**src/rtl/erw_pkg.sv**
```systemverilog
package erw_pkg;

  // Window selector carried with each system-register access
  typedef enum logic [2:0] {
    WIN_CTRL = 3'b000,
    WIN_FEAT = 3'b001,
    WIN_STATUS = 3'b010,
    WIN_MISC0 = 3'b011,
    WIN_MISC1 = 3'b100,
    WIN_VDEFER = 3'b101,
    WIN_DEFER = 3'b110,
    WIN_DEFER_NARROW = 3'b111
  } erw_win_t;

  // Outcome of an access
  typedef enum logic [2:0] {
    RES_OK = 3'b000,
    RES_UNDEF = 3'b001,
    RES_TRAP_EL2 = 3'b010,
    RES_TRAP_EL3 = 3'b011,
    RES_PHYS = 3'b100
  } erw_res_t;

  // Privilege level codes
  localparam logic [1:0] EL_USER = 2'h0;
  localparam logic [1:0] EL_KERNEL = 2'h1;
  localparam logic [1:0] EL_HYP = 2'h2;
  localparam logic [1:0] EL_MON = 2'h3;

  // Virtual deferred status layout
  localparam int DEF_FLAG_BIT = 31;
  localparam int IMPL_SYN_BIT = 24;
  localparam int ERR_TYPE_HI = 15;
  localparam int ERR_TYPE_LO = 14;
  localparam int ABORT_TYPE_BIT = 12;
  localparam int FAULT_HI_BIT = 10;
  localparam int LONG_FMT_BIT = 9;
  localparam logic [4:0] SHORT_FAULT_CODE = 5'h16;
  localparam logic [5:0] LONG_STATUS_CODE = 6'h11;
  localparam logic [63:0] VDEF_WRITE_MASK = 64'h0000_0000_81FF_FFFF;
  localparam logic [63:0] VDEF_RESET = 64'h0000_0000_0000_0000;

  // Error record contents after reset
  localparam logic [63:0] RECORD_RESET = 64'h0000_0000_0000_0000;

endpackage

```
**src/rtl/erw_regs.sv**
```systemverilog
`timescale 1ns/100ps
module erw_regs #(
  parameter int NUM_RECORDS = 4,
  parameter logic [63:0] FEATURE_VAL = 64'h0000_0000_0000_0000
) (
  // Clock and reset
  input wire logic core_clk,
  input wire logic rstn,
  // Configuration of the processor element
  input wire logic ras_present,
  input wire logic el2_present,
  input wire logic el3_present,
  input wire logic el1_narrow,
  input wire logic el1_long_format,
  input wire logic hyp_error_trap,
  input wire logic mon_error_trap,
  input wire logic async_abort_route,
  input wire logic [15:0] record_select,
  input wire logic [15:0] record_count,
  input wire logic [63:0] virt_syndrome,
  // Barrier defers a virtual asynchronous error
  input wire logic barrier_defer,
  // Access request
  input wire logic req_valid,
  input wire logic req_write,
  input wire erw_pkg::erw_win_t req_win,
  input wire logic [1:0] req_el,
  input wire logic req_ns,
  input wire logic [63:0] req_wdata,
  // Access response
  output logic rsp_valid,
  output erw_pkg::erw_res_t rsp_result,
  output logic [63:0] rsp_rdata,
  // Current virtual deferred status
  output logic [63:0] virt_deferred_q
);

  localparam int IDX_W = (NUM_RECORDS > 1) ? $clog2(NUM_RECORDS) : 1;

  ////////////////////////////////////////////////////////////////////////////
  // Storage

  logic [63:0] rec_ctrl_r [NUM_RECORDS];
  logic [63:0] rec_status_r [NUM_RECORDS];
  logic [63:0] rec_misc0_r [NUM_RECORDS];
  logic [63:0] rec_misc1_r [NUM_RECORDS];
  logic [63:0] vdef_r;
  logic rsp_valid_r;
  erw_pkg::erw_res_t rsp_result_r;
  logic [63:0] rsp_rdata_r;

  logic [IDX_W-1:0] rec_idx;
  logic rec_valid;
  logic win_is_record;
  logic [63:0] vdef_cur;
  logic [63:0] defer_val;
  erw_pkg::erw_res_t res_nxt;
  logic [63:0] rdata_nxt;
  logic rec_we;
  logic vdef_we;
  logic [63:0] vdef_wval;

  // Syndrome layout follows the state of EL1 at the time of the barrier
  function automatic logic [63:0] build_defer(input logic narrow, input logic long_fmt,
                                              input logic [63:0] syn);
    logic [63:0] v;
    v = 64'h0000_0000_0000_0000;
    v[erw_pkg::DEF_FLAG_BIT] = 1'b1;
    if (!narrow) begin
      v[erw_pkg::IMPL_SYN_BIT:0] = syn[erw_pkg::IMPL_SYN_BIT:0];
    end else begin
      v[erw_pkg::ERR_TYPE_HI:erw_pkg::ERR_TYPE_LO] = syn[erw_pkg::ERR_TYPE_HI:erw_pkg::ERR_TYPE_LO];
      v[erw_pkg::ABORT_TYPE_BIT] = syn[erw_pkg::ABORT_TYPE_BIT];
      if (long_fmt) begin
        v[erw_pkg::LONG_FMT_BIT] = 1'b1;
        v[5:0] = erw_pkg::LONG_STATUS_CODE;
      end else begin
        v[erw_pkg::FAULT_HI_BIT] = erw_pkg::SHORT_FAULT_CODE[4];
        v[3:0] = erw_pkg::SHORT_FAULT_CODE[3:0];
      end
    end
    return v;
  endfunction

  ////////////////////////////////////////////////////////////////////////////
  // Record selection and decision

  // Selects beyond the implemented records are treated as no record too
  assign rec_idx = record_select[IDX_W-1:0];
  assign rec_valid = (record_count != 16'h0000) && (record_select < record_count)
                     && (record_select < 16'(NUM_RECORDS));
  assign win_is_record = (req_win <= erw_pkg::WIN_MISC1);
  assign defer_val = build_defer(el1_narrow, el1_long_format, virt_syndrome);
  // Forwarding lets a read in the barrier's cycle see the new value
  assign vdef_cur = barrier_defer ? defer_val : vdef_r;

  always_comb begin
    res_nxt = erw_pkg::RES_OK;
    rdata_nxt = 64'h0000_0000_0000_0000;
    rec_we = 1'b0;
    vdef_we = 1'b0;
    vdef_wval = req_wdata & erw_pkg::VDEF_WRITE_MASK;
    if (!ras_present) begin
      res_nxt = erw_pkg::RES_UNDEF;
    end else if (win_is_record) begin
      if (req_el == erw_pkg::EL_USER) begin
        res_nxt = erw_pkg::RES_UNDEF;
      end else if (req_win == erw_pkg::WIN_FEAT && req_write) begin
        res_nxt = erw_pkg::RES_UNDEF;
      end else if (el2_present && hyp_error_trap && req_el == erw_pkg::EL_KERNEL && req_ns) begin
        res_nxt = erw_pkg::RES_TRAP_EL2;
      end else if (el3_present && mon_error_trap
                   && (req_el == erw_pkg::EL_KERNEL || req_el == erw_pkg::EL_HYP)) begin
        res_nxt = erw_pkg::RES_TRAP_EL3;
      end else if (!rec_valid) begin
        rdata_nxt = 64'h0000_0000_0000_0000;
      end else begin
        unique case (req_win)
          erw_pkg::WIN_CTRL: rdata_nxt = rec_ctrl_r[rec_idx];
          erw_pkg::WIN_STATUS: rdata_nxt = rec_status_r[rec_idx];
          erw_pkg::WIN_MISC0: rdata_nxt = rec_misc0_r[rec_idx];
          erw_pkg::WIN_MISC1: rdata_nxt = rec_misc1_r[rec_idx];
          default: rdata_nxt = FEATURE_VAL;
        endcase
        rec_we = req_valid && req_write;
      end
    end else if (req_win == erw_pkg::WIN_VDEFER) begin
      if (req_el == erw_pkg::EL_USER || req_el == erw_pkg::EL_KERNEL) begin
        res_nxt = erw_pkg::RES_UNDEF;
      end else if (!el2_present) begin
        rdata_nxt = 64'h0000_0000_0000_0000;
      end else begin
        rdata_nxt = vdef_cur;
        vdef_we = req_valid && req_write;
      end
    end else begin
      if (req_el == erw_pkg::EL_USER) begin
        res_nxt = erw_pkg::RES_UNDEF;
      end else if (req_el == erw_pkg::EL_KERNEL && req_ns && el2_present && async_abort_route) begin
        if (req_win == erw_pkg::WIN_DEFER_NARROW) begin
          rdata_nxt = {32'h0000_0000, vdef_cur[31:0]};
          vdef_wval = {32'h0000_0000, req_wdata[31:0]} & erw_pkg::VDEF_WRITE_MASK;
        end else begin
          rdata_nxt = vdef_cur;
        end
        vdef_we = req_valid && req_write;
      end else begin
        // The physical deferred status lives outside this block
        res_nxt = erw_pkg::RES_PHYS;
      end
    end
  end

  ////////////////////////////////////////////////////////////////////////////
  // Error record windows

  always_ff @(posedge core_clk) begin
    if (!rstn) begin
      for (int i = 0; i < NUM_RECORDS; i++) begin
        rec_ctrl_r[i] <= erw_pkg::RECORD_RESET;
        rec_status_r[i] <= erw_pkg::RECORD_RESET;
        rec_misc0_r[i] <= erw_pkg::RECORD_RESET;
        rec_misc1_r[i] <= erw_pkg::RECORD_RESET;
      end
    end else if (rec_we) begin
      unique case (req_win)
        erw_pkg::WIN_CTRL: rec_ctrl_r[rec_idx] <= req_wdata;
        erw_pkg::WIN_STATUS: rec_status_r[rec_idx] <= req_wdata;
        erw_pkg::WIN_MISC0: rec_misc0_r[rec_idx] <= req_wdata;
        erw_pkg::WIN_MISC1: rec_misc1_r[rec_idx] <= req_wdata;
        default: ;
      endcase
    end
  end

  ////////////////////////////////////////////////////////////////////////////
  // Virtual deferred status

  // The barrier wins over a software write in the same cycle
  always_ff @(posedge core_clk) begin
    if (!rstn) begin
      vdef_r <= erw_pkg::VDEF_RESET;
    end else if (barrier_defer) begin
      vdef_r <= defer_val;
    end else if (vdef_we) begin
      vdef_r <= vdef_wval;
    end
  end

  ////////////////////////////////////////////////////////////////////////////
  // Response

  always_ff @(posedge core_clk) begin
    if (!rstn) begin
      rsp_valid_r <= 1'b0;
      rsp_result_r <= erw_pkg::RES_OK;
      rsp_rdata_r <= 64'h0000_0000_0000_0000;
    end else begin
      rsp_valid_r <= req_valid;
      rsp_result_r <= req_valid ? res_nxt : erw_pkg::RES_OK;
      rsp_rdata_r <= (req_valid && !req_write && res_nxt == erw_pkg::RES_OK) ? rdata_nxt
                     : 64'h0000_0000_0000_0000;
    end
  end

  assign rsp_valid = rsp_valid_r;
  assign rsp_result = rsp_result_r;
  assign rsp_rdata = rsp_rdata_r;
  assign virt_deferred_q = vdef_r;
endmodule

```
**config.mk**
```make
export PLATFORM = sky130hd
export DESIGN_NAME = erw_regs
export DESIGN_NICKNAME = d
export VERILOG_FILES = /design/src/rtl/erw_pkg.sv /design/src/rtl/erw_regs.sv
export SDC_FILE = /design/constraint.sdc
export NUM_CORES = 1
export LEC_CHECK = 0
export BUFFER_PORTS_ARGS = -buffer_cell sky130_fd_sc_hd__clkbuf_2
export CAP_MARGIN = 20
export CORE_UTILIZATION = 35
export CTS_CLUSTER_DIAMETER = 100
export DETAILED_ROUTE_END_ITERATION = 10
export GPL_TIMING_DRIVEN = 0
export PLACE_DENSITY = 0.5
export SYNTH_ARGS = -nofsm -noshare
export SYNTH_HDL_FRONTEND = slang
export SYNTH_SLANG_ARGS = --single-unit
```
**constraint.sdc**
```tcl
create_clock -name core_clk -period 16.85 [get_ports core_clk]
set_input_delay 4.2125 -clock core_clk [delete_from_list [all_inputs] [get_ports core_clk]]
set_output_delay 4.2125 -clock core_clk [all_outputs]
set_load 0.02 [all_outputs]
```
==> results of run 1 <==
-- synth_stat cells (10+ instances only) --
cell type,n,area (sq um)
a22oi_1,91,683.2
o21ai_0,36,180.2
mux2i_1,16,160.2
nand3_1,135,675.7
clkbuf_1,204,765.7
ha_1,17,212.7
nand2_1,105,394.1
a22o_1,51,446.7
nor3_1,255,1276
mux4_2,256,5766
mux2_2,10,112.6
buf_4,39,292.8
edfxtp_1,1024,30750
nor2_1,828,3108
o22ai_1,32,200.2
inv_1,27,101.4
a21oi_1,40,200.2
dfxtp_1,94,1882
buf_2,92,460.4
-- metal layers --
layer | wire length [microns] | track usage [%]
met4 | 12030 | 15.68
met5 | 30 | 0
met1 | 83190 | 41.64
met3 | 28590 | 8.589
met2 | 96900 | 46.27
-- power breakdown --
| group | internal (uW) | switching (uW) |
|---|---|---|
| Clock | 1610 | 1190 |
| Sequential | 3150 | 39.4 |
| Combinational | 213 | 395 |
-- cell usage in the layout (no fill, tap or decap), drive strengths merged, types with 2 or more instances in the layout --
master / instances
diode: 2
nand3: 135
o22ai: 32
nand2: 105
and3b: 6
inv: 34
nor3: 255
a31oi: 6
mux2: 10
o311a: 6
conb: 38
clkbuf: 603
nand4: 11
nand2b: 4
dfxtp: 94
a21boi: 3
or3: 2
a22oi: 91
a21o: 3
buf: 261
clkinv: 33
nor4: 7
a22o: 51
or2: 4
o21a: 3
o21ai: 37
and4b: 2
nor2b: 8
clkinvlp: 5
mux4: 256
mux2i: 16
ha: 17
nor3b: 3
a21oi: 41
bufinv: 13
nor2: 829
edfxtp: 1024
-- metrics by stage --
| stage | cells | setup TNS (ps) | hold slack [ps] |
|---|---|---|---|
| 2_1_floorplan | 3480 | 0 | 553.0 |
| 3_3_place_gp | 5490 | -3014690 | 482.3 |
| 3_5_place_dp | 5602 | 0 | 488.2 |
| 4_1_cts | 5828 | 0 | 496.3 |
| 5_1_grt | 5838 | 0 | 521.9 |
| 6_report | 5839 | 0 | 493.2 |
-- cells by family (layout without fill, tap and decap cells) --
| group | Yosys count | count (layout) | synth area share [%] |
|---|---|---|---|
| AOI/OAI and AO/OA | 277 | 277 | 4.002 |
| adders and majority gates | 17 | 17 | 0.4403 |
| buffers and inverters | 373 | 949 | 3.440 |
| DFF | 1118 | 1118 | 67.55 |
| muxes | 282 | 282 | 12.50 |
| other | 1 | 40 | 0.007763 |
| and+or+nand+nor | 1375 | 1375 | 12.06 |
-- worst max path at each step --
stage / depth (start not counted) / end / start
2_1_floorplan: 9 / rec_misc0_r[2][0]$_SDFFCE_PN0P_ / record_count[2]
3_3_place_gp: 8 / rec_misc0_r[2][36]$_SDFFCE_PN0P_ / req_win[2]
3_5_place_dp: 10 / rec_status_r[1][13]$_SDFFCE_PN0P_ / req_win[2]
4_1_cts: 10 / rec_status_r[1][5]$_SDFFCE_PN0P_ / req_win[2]
5_1_grt: 10 / rec_status_r[1][5]$_SDFFCE_PN0P_ / req_win[2]
6_report: 10 / rec_status_r[1][5]$_SDFFCE_PN0P_ / req_win[2]
-- state kept, by name (all words and copies together) (netlist names) --
signal and flops:
rec_ctrl_r 256, rec_misc0_r 256, rec_misc1_r 256, rec_status_r 256, rsp_rdata 64, rsp_result 3
rsp_valid 1, virt_deferred_q 26
-- worst min-delay path: stages, from the launching register on --
cell	delay [ps]
dfxtp_1	320
nand2_1	60
a31oi_1	70
-- cell type report --
| class | count | share of cell area [%] |
|---|---|---|
| Sequential cell | 1118 | 55.68 |
| Multi-Input combinational cell | 1989 | 24.46 |
| Timing Repair Buffer | 350 | 6.189 |
| Clock buffer | 170 | 5.837 |
| Tap cell | 1781 | 3.802 |
| Buffer | 344 | 2.671 |
| Clock inverter | 56 | 1.168 |
| Inverter | 29 | 0.1857 |
| Antenna cell | 2 | 0.008540 |
==> results_dict.tcl, run 1 <==
set metrics [dict create \
    status "complete, no violations" \
    hold_depth 2 \
    synth_enable_flop_cells 1024 \
    p_per_area_nw_per_um2 112.6 \
    required_ps 17290 \
    placementRows 135 \
    finalWirelength_microns 220700 \
    async_reset_ff_share_pct 0 \
    synthFlopType "edfxtp_1" \
    cp-end-kind "flip-flop" \
    synth_seq_cells 1118 \
    slew_violations 0 \
    portBuffers 229 \
    htree_levels 3 \
    hold_violations 0 \
    post-route-min-period_ps 8488 \
    clock_sinks 1118 \
    worst_slack_ps 8362 \
    core_area_sq_um 136100 \
    cts_root_buffer "clkbuf_16" \
    syn_avg_cell_area_sq_um 14.03 \
    post-route-drc-count 0 \
    post-cts-setup-buffer-count 0 \
    fin_worst_skew_ps 36.36 \
    wl_per_cell_microns 37.80 \
    tightest_slew_ps 1300 \
    min_period_over_period_pct 50.37 \
    max-cap-violations 0 \
    r2r_end "rsp_rdata[31]$_SDFF_PN0_" \
    worstPathBufferInverterCount 5 \
    postLayoutCoreUtil_pct 43.05 \
    path_max_fanout 13 \
    synth_cells 3443 \
    grt_setup_unrepaired "no" \
    firstDrtPassIters 7 \
    antenna_found_initial 6 \
    ys_types 49 \
    fmax_ghz 0.1178 \
    peakVddDrop_uv 92.06 \
    hold_start "virt_deferred_q[2]$_SDFFE_PN0P_" \
    cp_common_cell "nand2_1" \
    post_cts_resized 0 \
    place_congestion 0.8506 \
    die-area_sq_um 139500 \
    slowest_delay_ps 910 \
    insertion_delay_ps 780 \
    area_growth_pct 21.32 \
    worstSetupPathType "in2reg" \
    drtIter0Drc 6355 \
    clk_path_buf_depth 3 \
    regToRegSetupSlack_ps 14400 \
    fin_nets 4147 \
    die_w_microns 373.5 \
    initial_utilization_pct 35.48 \
    numCtsBuffers 119 \
    ios 311 \
    path_cells "buf_2 -> inv_2 -> nand2_1 -> nor2_1 -> and4b_1 -> nand2_1 -> clkbuf_1 -> o21ai_4 -> buf_12 -> buf_16" \
    finalPower_uw 6597 \
    leakagePower_uw 0.01920 \
    hpwl_microns 148100 \
    synth_area_sq_um 48310 \
    ys_seq_area_share_pct 67.55 \
    chipHeight_microns 373.5 \
    critPathLaunchType "input pin" \
    postPlaceCellArea_sq_um 54370 \
    slew_headroom_pct 13.35 \
    crit_arrival_ps 8930 \
    holdCritPathClass "reg2reg" \
    grt_max_degree 19 \
    crit-reg2reg-launch "rec_misc1_r[2][31]$_SDFFCE_PN0P_" \
    multi_input_area_sq_um 14330 \
    vias 36241 \
    antenna_left 0 \
    reg2reg_depth 4 \
    postCtsHoldBufs 0 \
    final-seq-area_sq_um 32630 \
    final_area_sq_um 58610 \
    post-place-ws_ps 7928 \
    overflow 0 \
    ys_warn_count 0 \
    vias_per_cell 6.207 \
    track_usage_pct 31.09 \
    drive_gt1_share_pct 24.04 \
    clk_pin_slew_ps 60 \
    slowest_stage "nor2_1" \
    critical_path.top_delay_family "simple AND/OR/NAND/NOR gates" \
    holdPathEnd "virt_deferred_q[2]$_SDFFE_PN0P_" \
    grt_pass1_vias 34826 \
    setup_viol 0 \
    grt_pass1_wl_microns 294700 \
    cts_tree "built" \
    filler_cell_count 12602 \
]
Power figures use the tool's default switching activity.
==> inputs of run 2 (changes only) <==
Settings changed: PLACE_DENSITY 0.5 to 0.52.
Clock period 16.85 ns to 7.5 ns, I/O delays scaled along.
==> results_dict.tcl, run 2 (same netlist as run 1, synthesis figures left out) <==
set metrics [dict create \
    post-cts-setup-buffer-count 0 \
    path_max_fanout 15 \
    min_period_over_period_pct 75.00 \
    final_common_cell "edfxtp_1" \
    numCtsBuffers 117 \
    grt_setup_unrepaired "no" \
    cts_root_buffer "clkbuf_16" \
    initial_utilization_pct 35.48 \
    hpwl_microns 146500 \
    clk_path_buf_depth 3 \
    slew_headroom_pct 13.81 \
    chipHeight_microns 373.5 \
    slew_violations 0 \
    leakagePower_uw 0.01900 \
    vias 36513 \
    layoutNonFillerInstCount 5840 \
    crit_arrival_ps 6080 \
    worstSetupPathType "in2reg" \
    peakVddDrop_uv 184.3 \
    fmax_ghz 0.1778 \
    area_growth_pct 20.53 \
    pwr-share-seq_pct 49.9 \
    filler_cell_count 12633 \
    ios 311 \
    tightest_slew_ps 1293 \
    max-cap-violations 0 \
    antenna_left 0 \
    clk_pin_slew_ps 60 \
    post-route-drc-count 0 \
    place_congestion 0.8668 \
    grt_pass1_vias 35156 \
    antenna_found_initial 6 \
    insertion_delay_ps 770 \
    critPathLaunchType "input pin" \
    holdCritPathClass "reg2reg" \
    fin_worst_skew_ps 41.55 \
    hold_violations 0 \
    vias_per_cell 6.252 \
    portBuffers 229 \
    placed_cells 5606 \
    p_per_area_nw_per_um2 246.4 \
    drtIter0Drc 6625 \
    post-route-min-period_ps 5625 \
    pwr-share-comb_pct 9.5 \
    grt_pass1_wl_microns 291700 \
    post-place-ws_ps 1259 \
    postCtsHoldBufs 0 \
    post_cts_resized 0 \
    htree_levels 3 \
    placementRows 135 \
    status "complete, no violations" \
    clock_sinks 1118 \
    finalPower_uw 14350 \
    finalWirelength_microns 217800 \
    grt_max_degree 18 \
    cp-end-kind "flip-flop" \
    p_clk_share_pct 40.6 \
    drive_gt1_share_pct 23.23 \
    required_ps 7960 \
    die_w_microns 373.5 \
    worst_slack_ps 1875 \
    die-area_sq_um 139500 \
    fin_nets 4147 \
    p_sw_share_pct 24.86 \
    setup_viol 0 \
    track_usage_pct 30.64 \
    firstDrtPassIters 6 \
    overflow 0 \
    layout_common_cells "edfxtp_1 (1024), nor2_1 (828), mux4_2 (256)" \
    intPower_uw 10780 \
    wl_per_cell_microns 37.30 \
    hold_ws_ps 487.5 \
    core_area_sq_um 136100 \
    cts_tree "built" \
    power.switching_uw 3567 \
]
-- run 2: changes by cell type in the layout (fill, tap and decap cells not counted), moves of 3 or more --
cell        before  now
buf_8           41   46
bufinv_16       13    8
clkbuf_1       222  230
clkbuf_2       238  232
clkbuf_8        23    2
clkinv_1         8   29
clkinvlp_4       5    2
diode_2          2    8
-- run 2: power groups by stage --
stage | Combinational (uW) | Clock [uW] | Sequential (uW)
after global routing | 1370 | 6020 | 7170
after detailed placement | 1310 | 0 | 7280
final | 1360 | 5830 | 7150
after global placement | 1160 | 0 | 7380
after floorplan | 623 | 0 | 7290
after CTS | 1310 | 5810 | 7150
-- run 2: metrics by stage --
step / util [%] / area, sq um / setup TNS, ps
floorplan: - / 48450 / -507360
global placement: 38.06 / 51820 / -7822160
detailed placement: 39.96 / 54400 / 0
CTS: 42.68 / 58110 / 0
global route: 42.76 / 58210 / 0
finish: 42.77 / 58230 / 0
-- run 2: path summary, 6_finish.rpt --
check | from | to | slack [ps] | cells past startpoint
worst max-delay path | req_el[0] | rec_misc0_r[0][16]$_SDFFCE_PN0P_ | 1870 | 13
worst min register to register | virt_deferred_q[2]$_SDFFE_PN0P_ | virt_deferred_q[2]$_SDFFE_PN0P_ | 490 | 2
worst max register to register | rec_misc1_r[3][31]$_DFFE_PP_ | rsp_rdata[31]$_SDFF_PN0_ | 5200 | 4
worst min-delay path | virt_deferred_q[2]$_SDFFE_PN0P_ | virt_deferred_q[2]$_SDFFE_PN0P_ | 490 | 2
-- run 2: layer usage --
layer	vias to the layer above	global-route usage, %	part of all wire, %
li1	13953	-	-
met1	18643	39.72	36
met2	3210	46.50	45
met3	705	8.179	13
met4	2	17.26	6.1
met5	-	0.4117	0.037
-- run 2: final cells by class --
| cell class | count | area (sq um) | share of cell area (%) |
|---|---|---|---|
| antenna | 8 | 20.02 | 0.03438 |
| buffer | 344 | 1558 | 2.675 |
| clock buffer | 152 | 3164 | 5.434 |
| clock inverter | 67 | 539.3 | 0.9261 |
| inverter | 29 | 108.9 | 0.1869 |
| multi-input combinational | 1989 | 14330 | 24.62 |
| sequential | 1118 | 32630 | 56.04 |
| tap | 1781 | 2228 | 3.827 |
| timing repair buffer | 352 | 3643 | 6.257 |
-- run 2: worst max-delay path: stages --
cell      delay (ps)
clkbuf_2          90
inv_1             40
ha_1             210
nor2b_1          250
nand3_1          580
nand2b_1         370
and4b_1          280
nand2_1          170
clkbuf_1         540
o21ai_4          910
buf_12           280
buf_12           210
buf_16           200
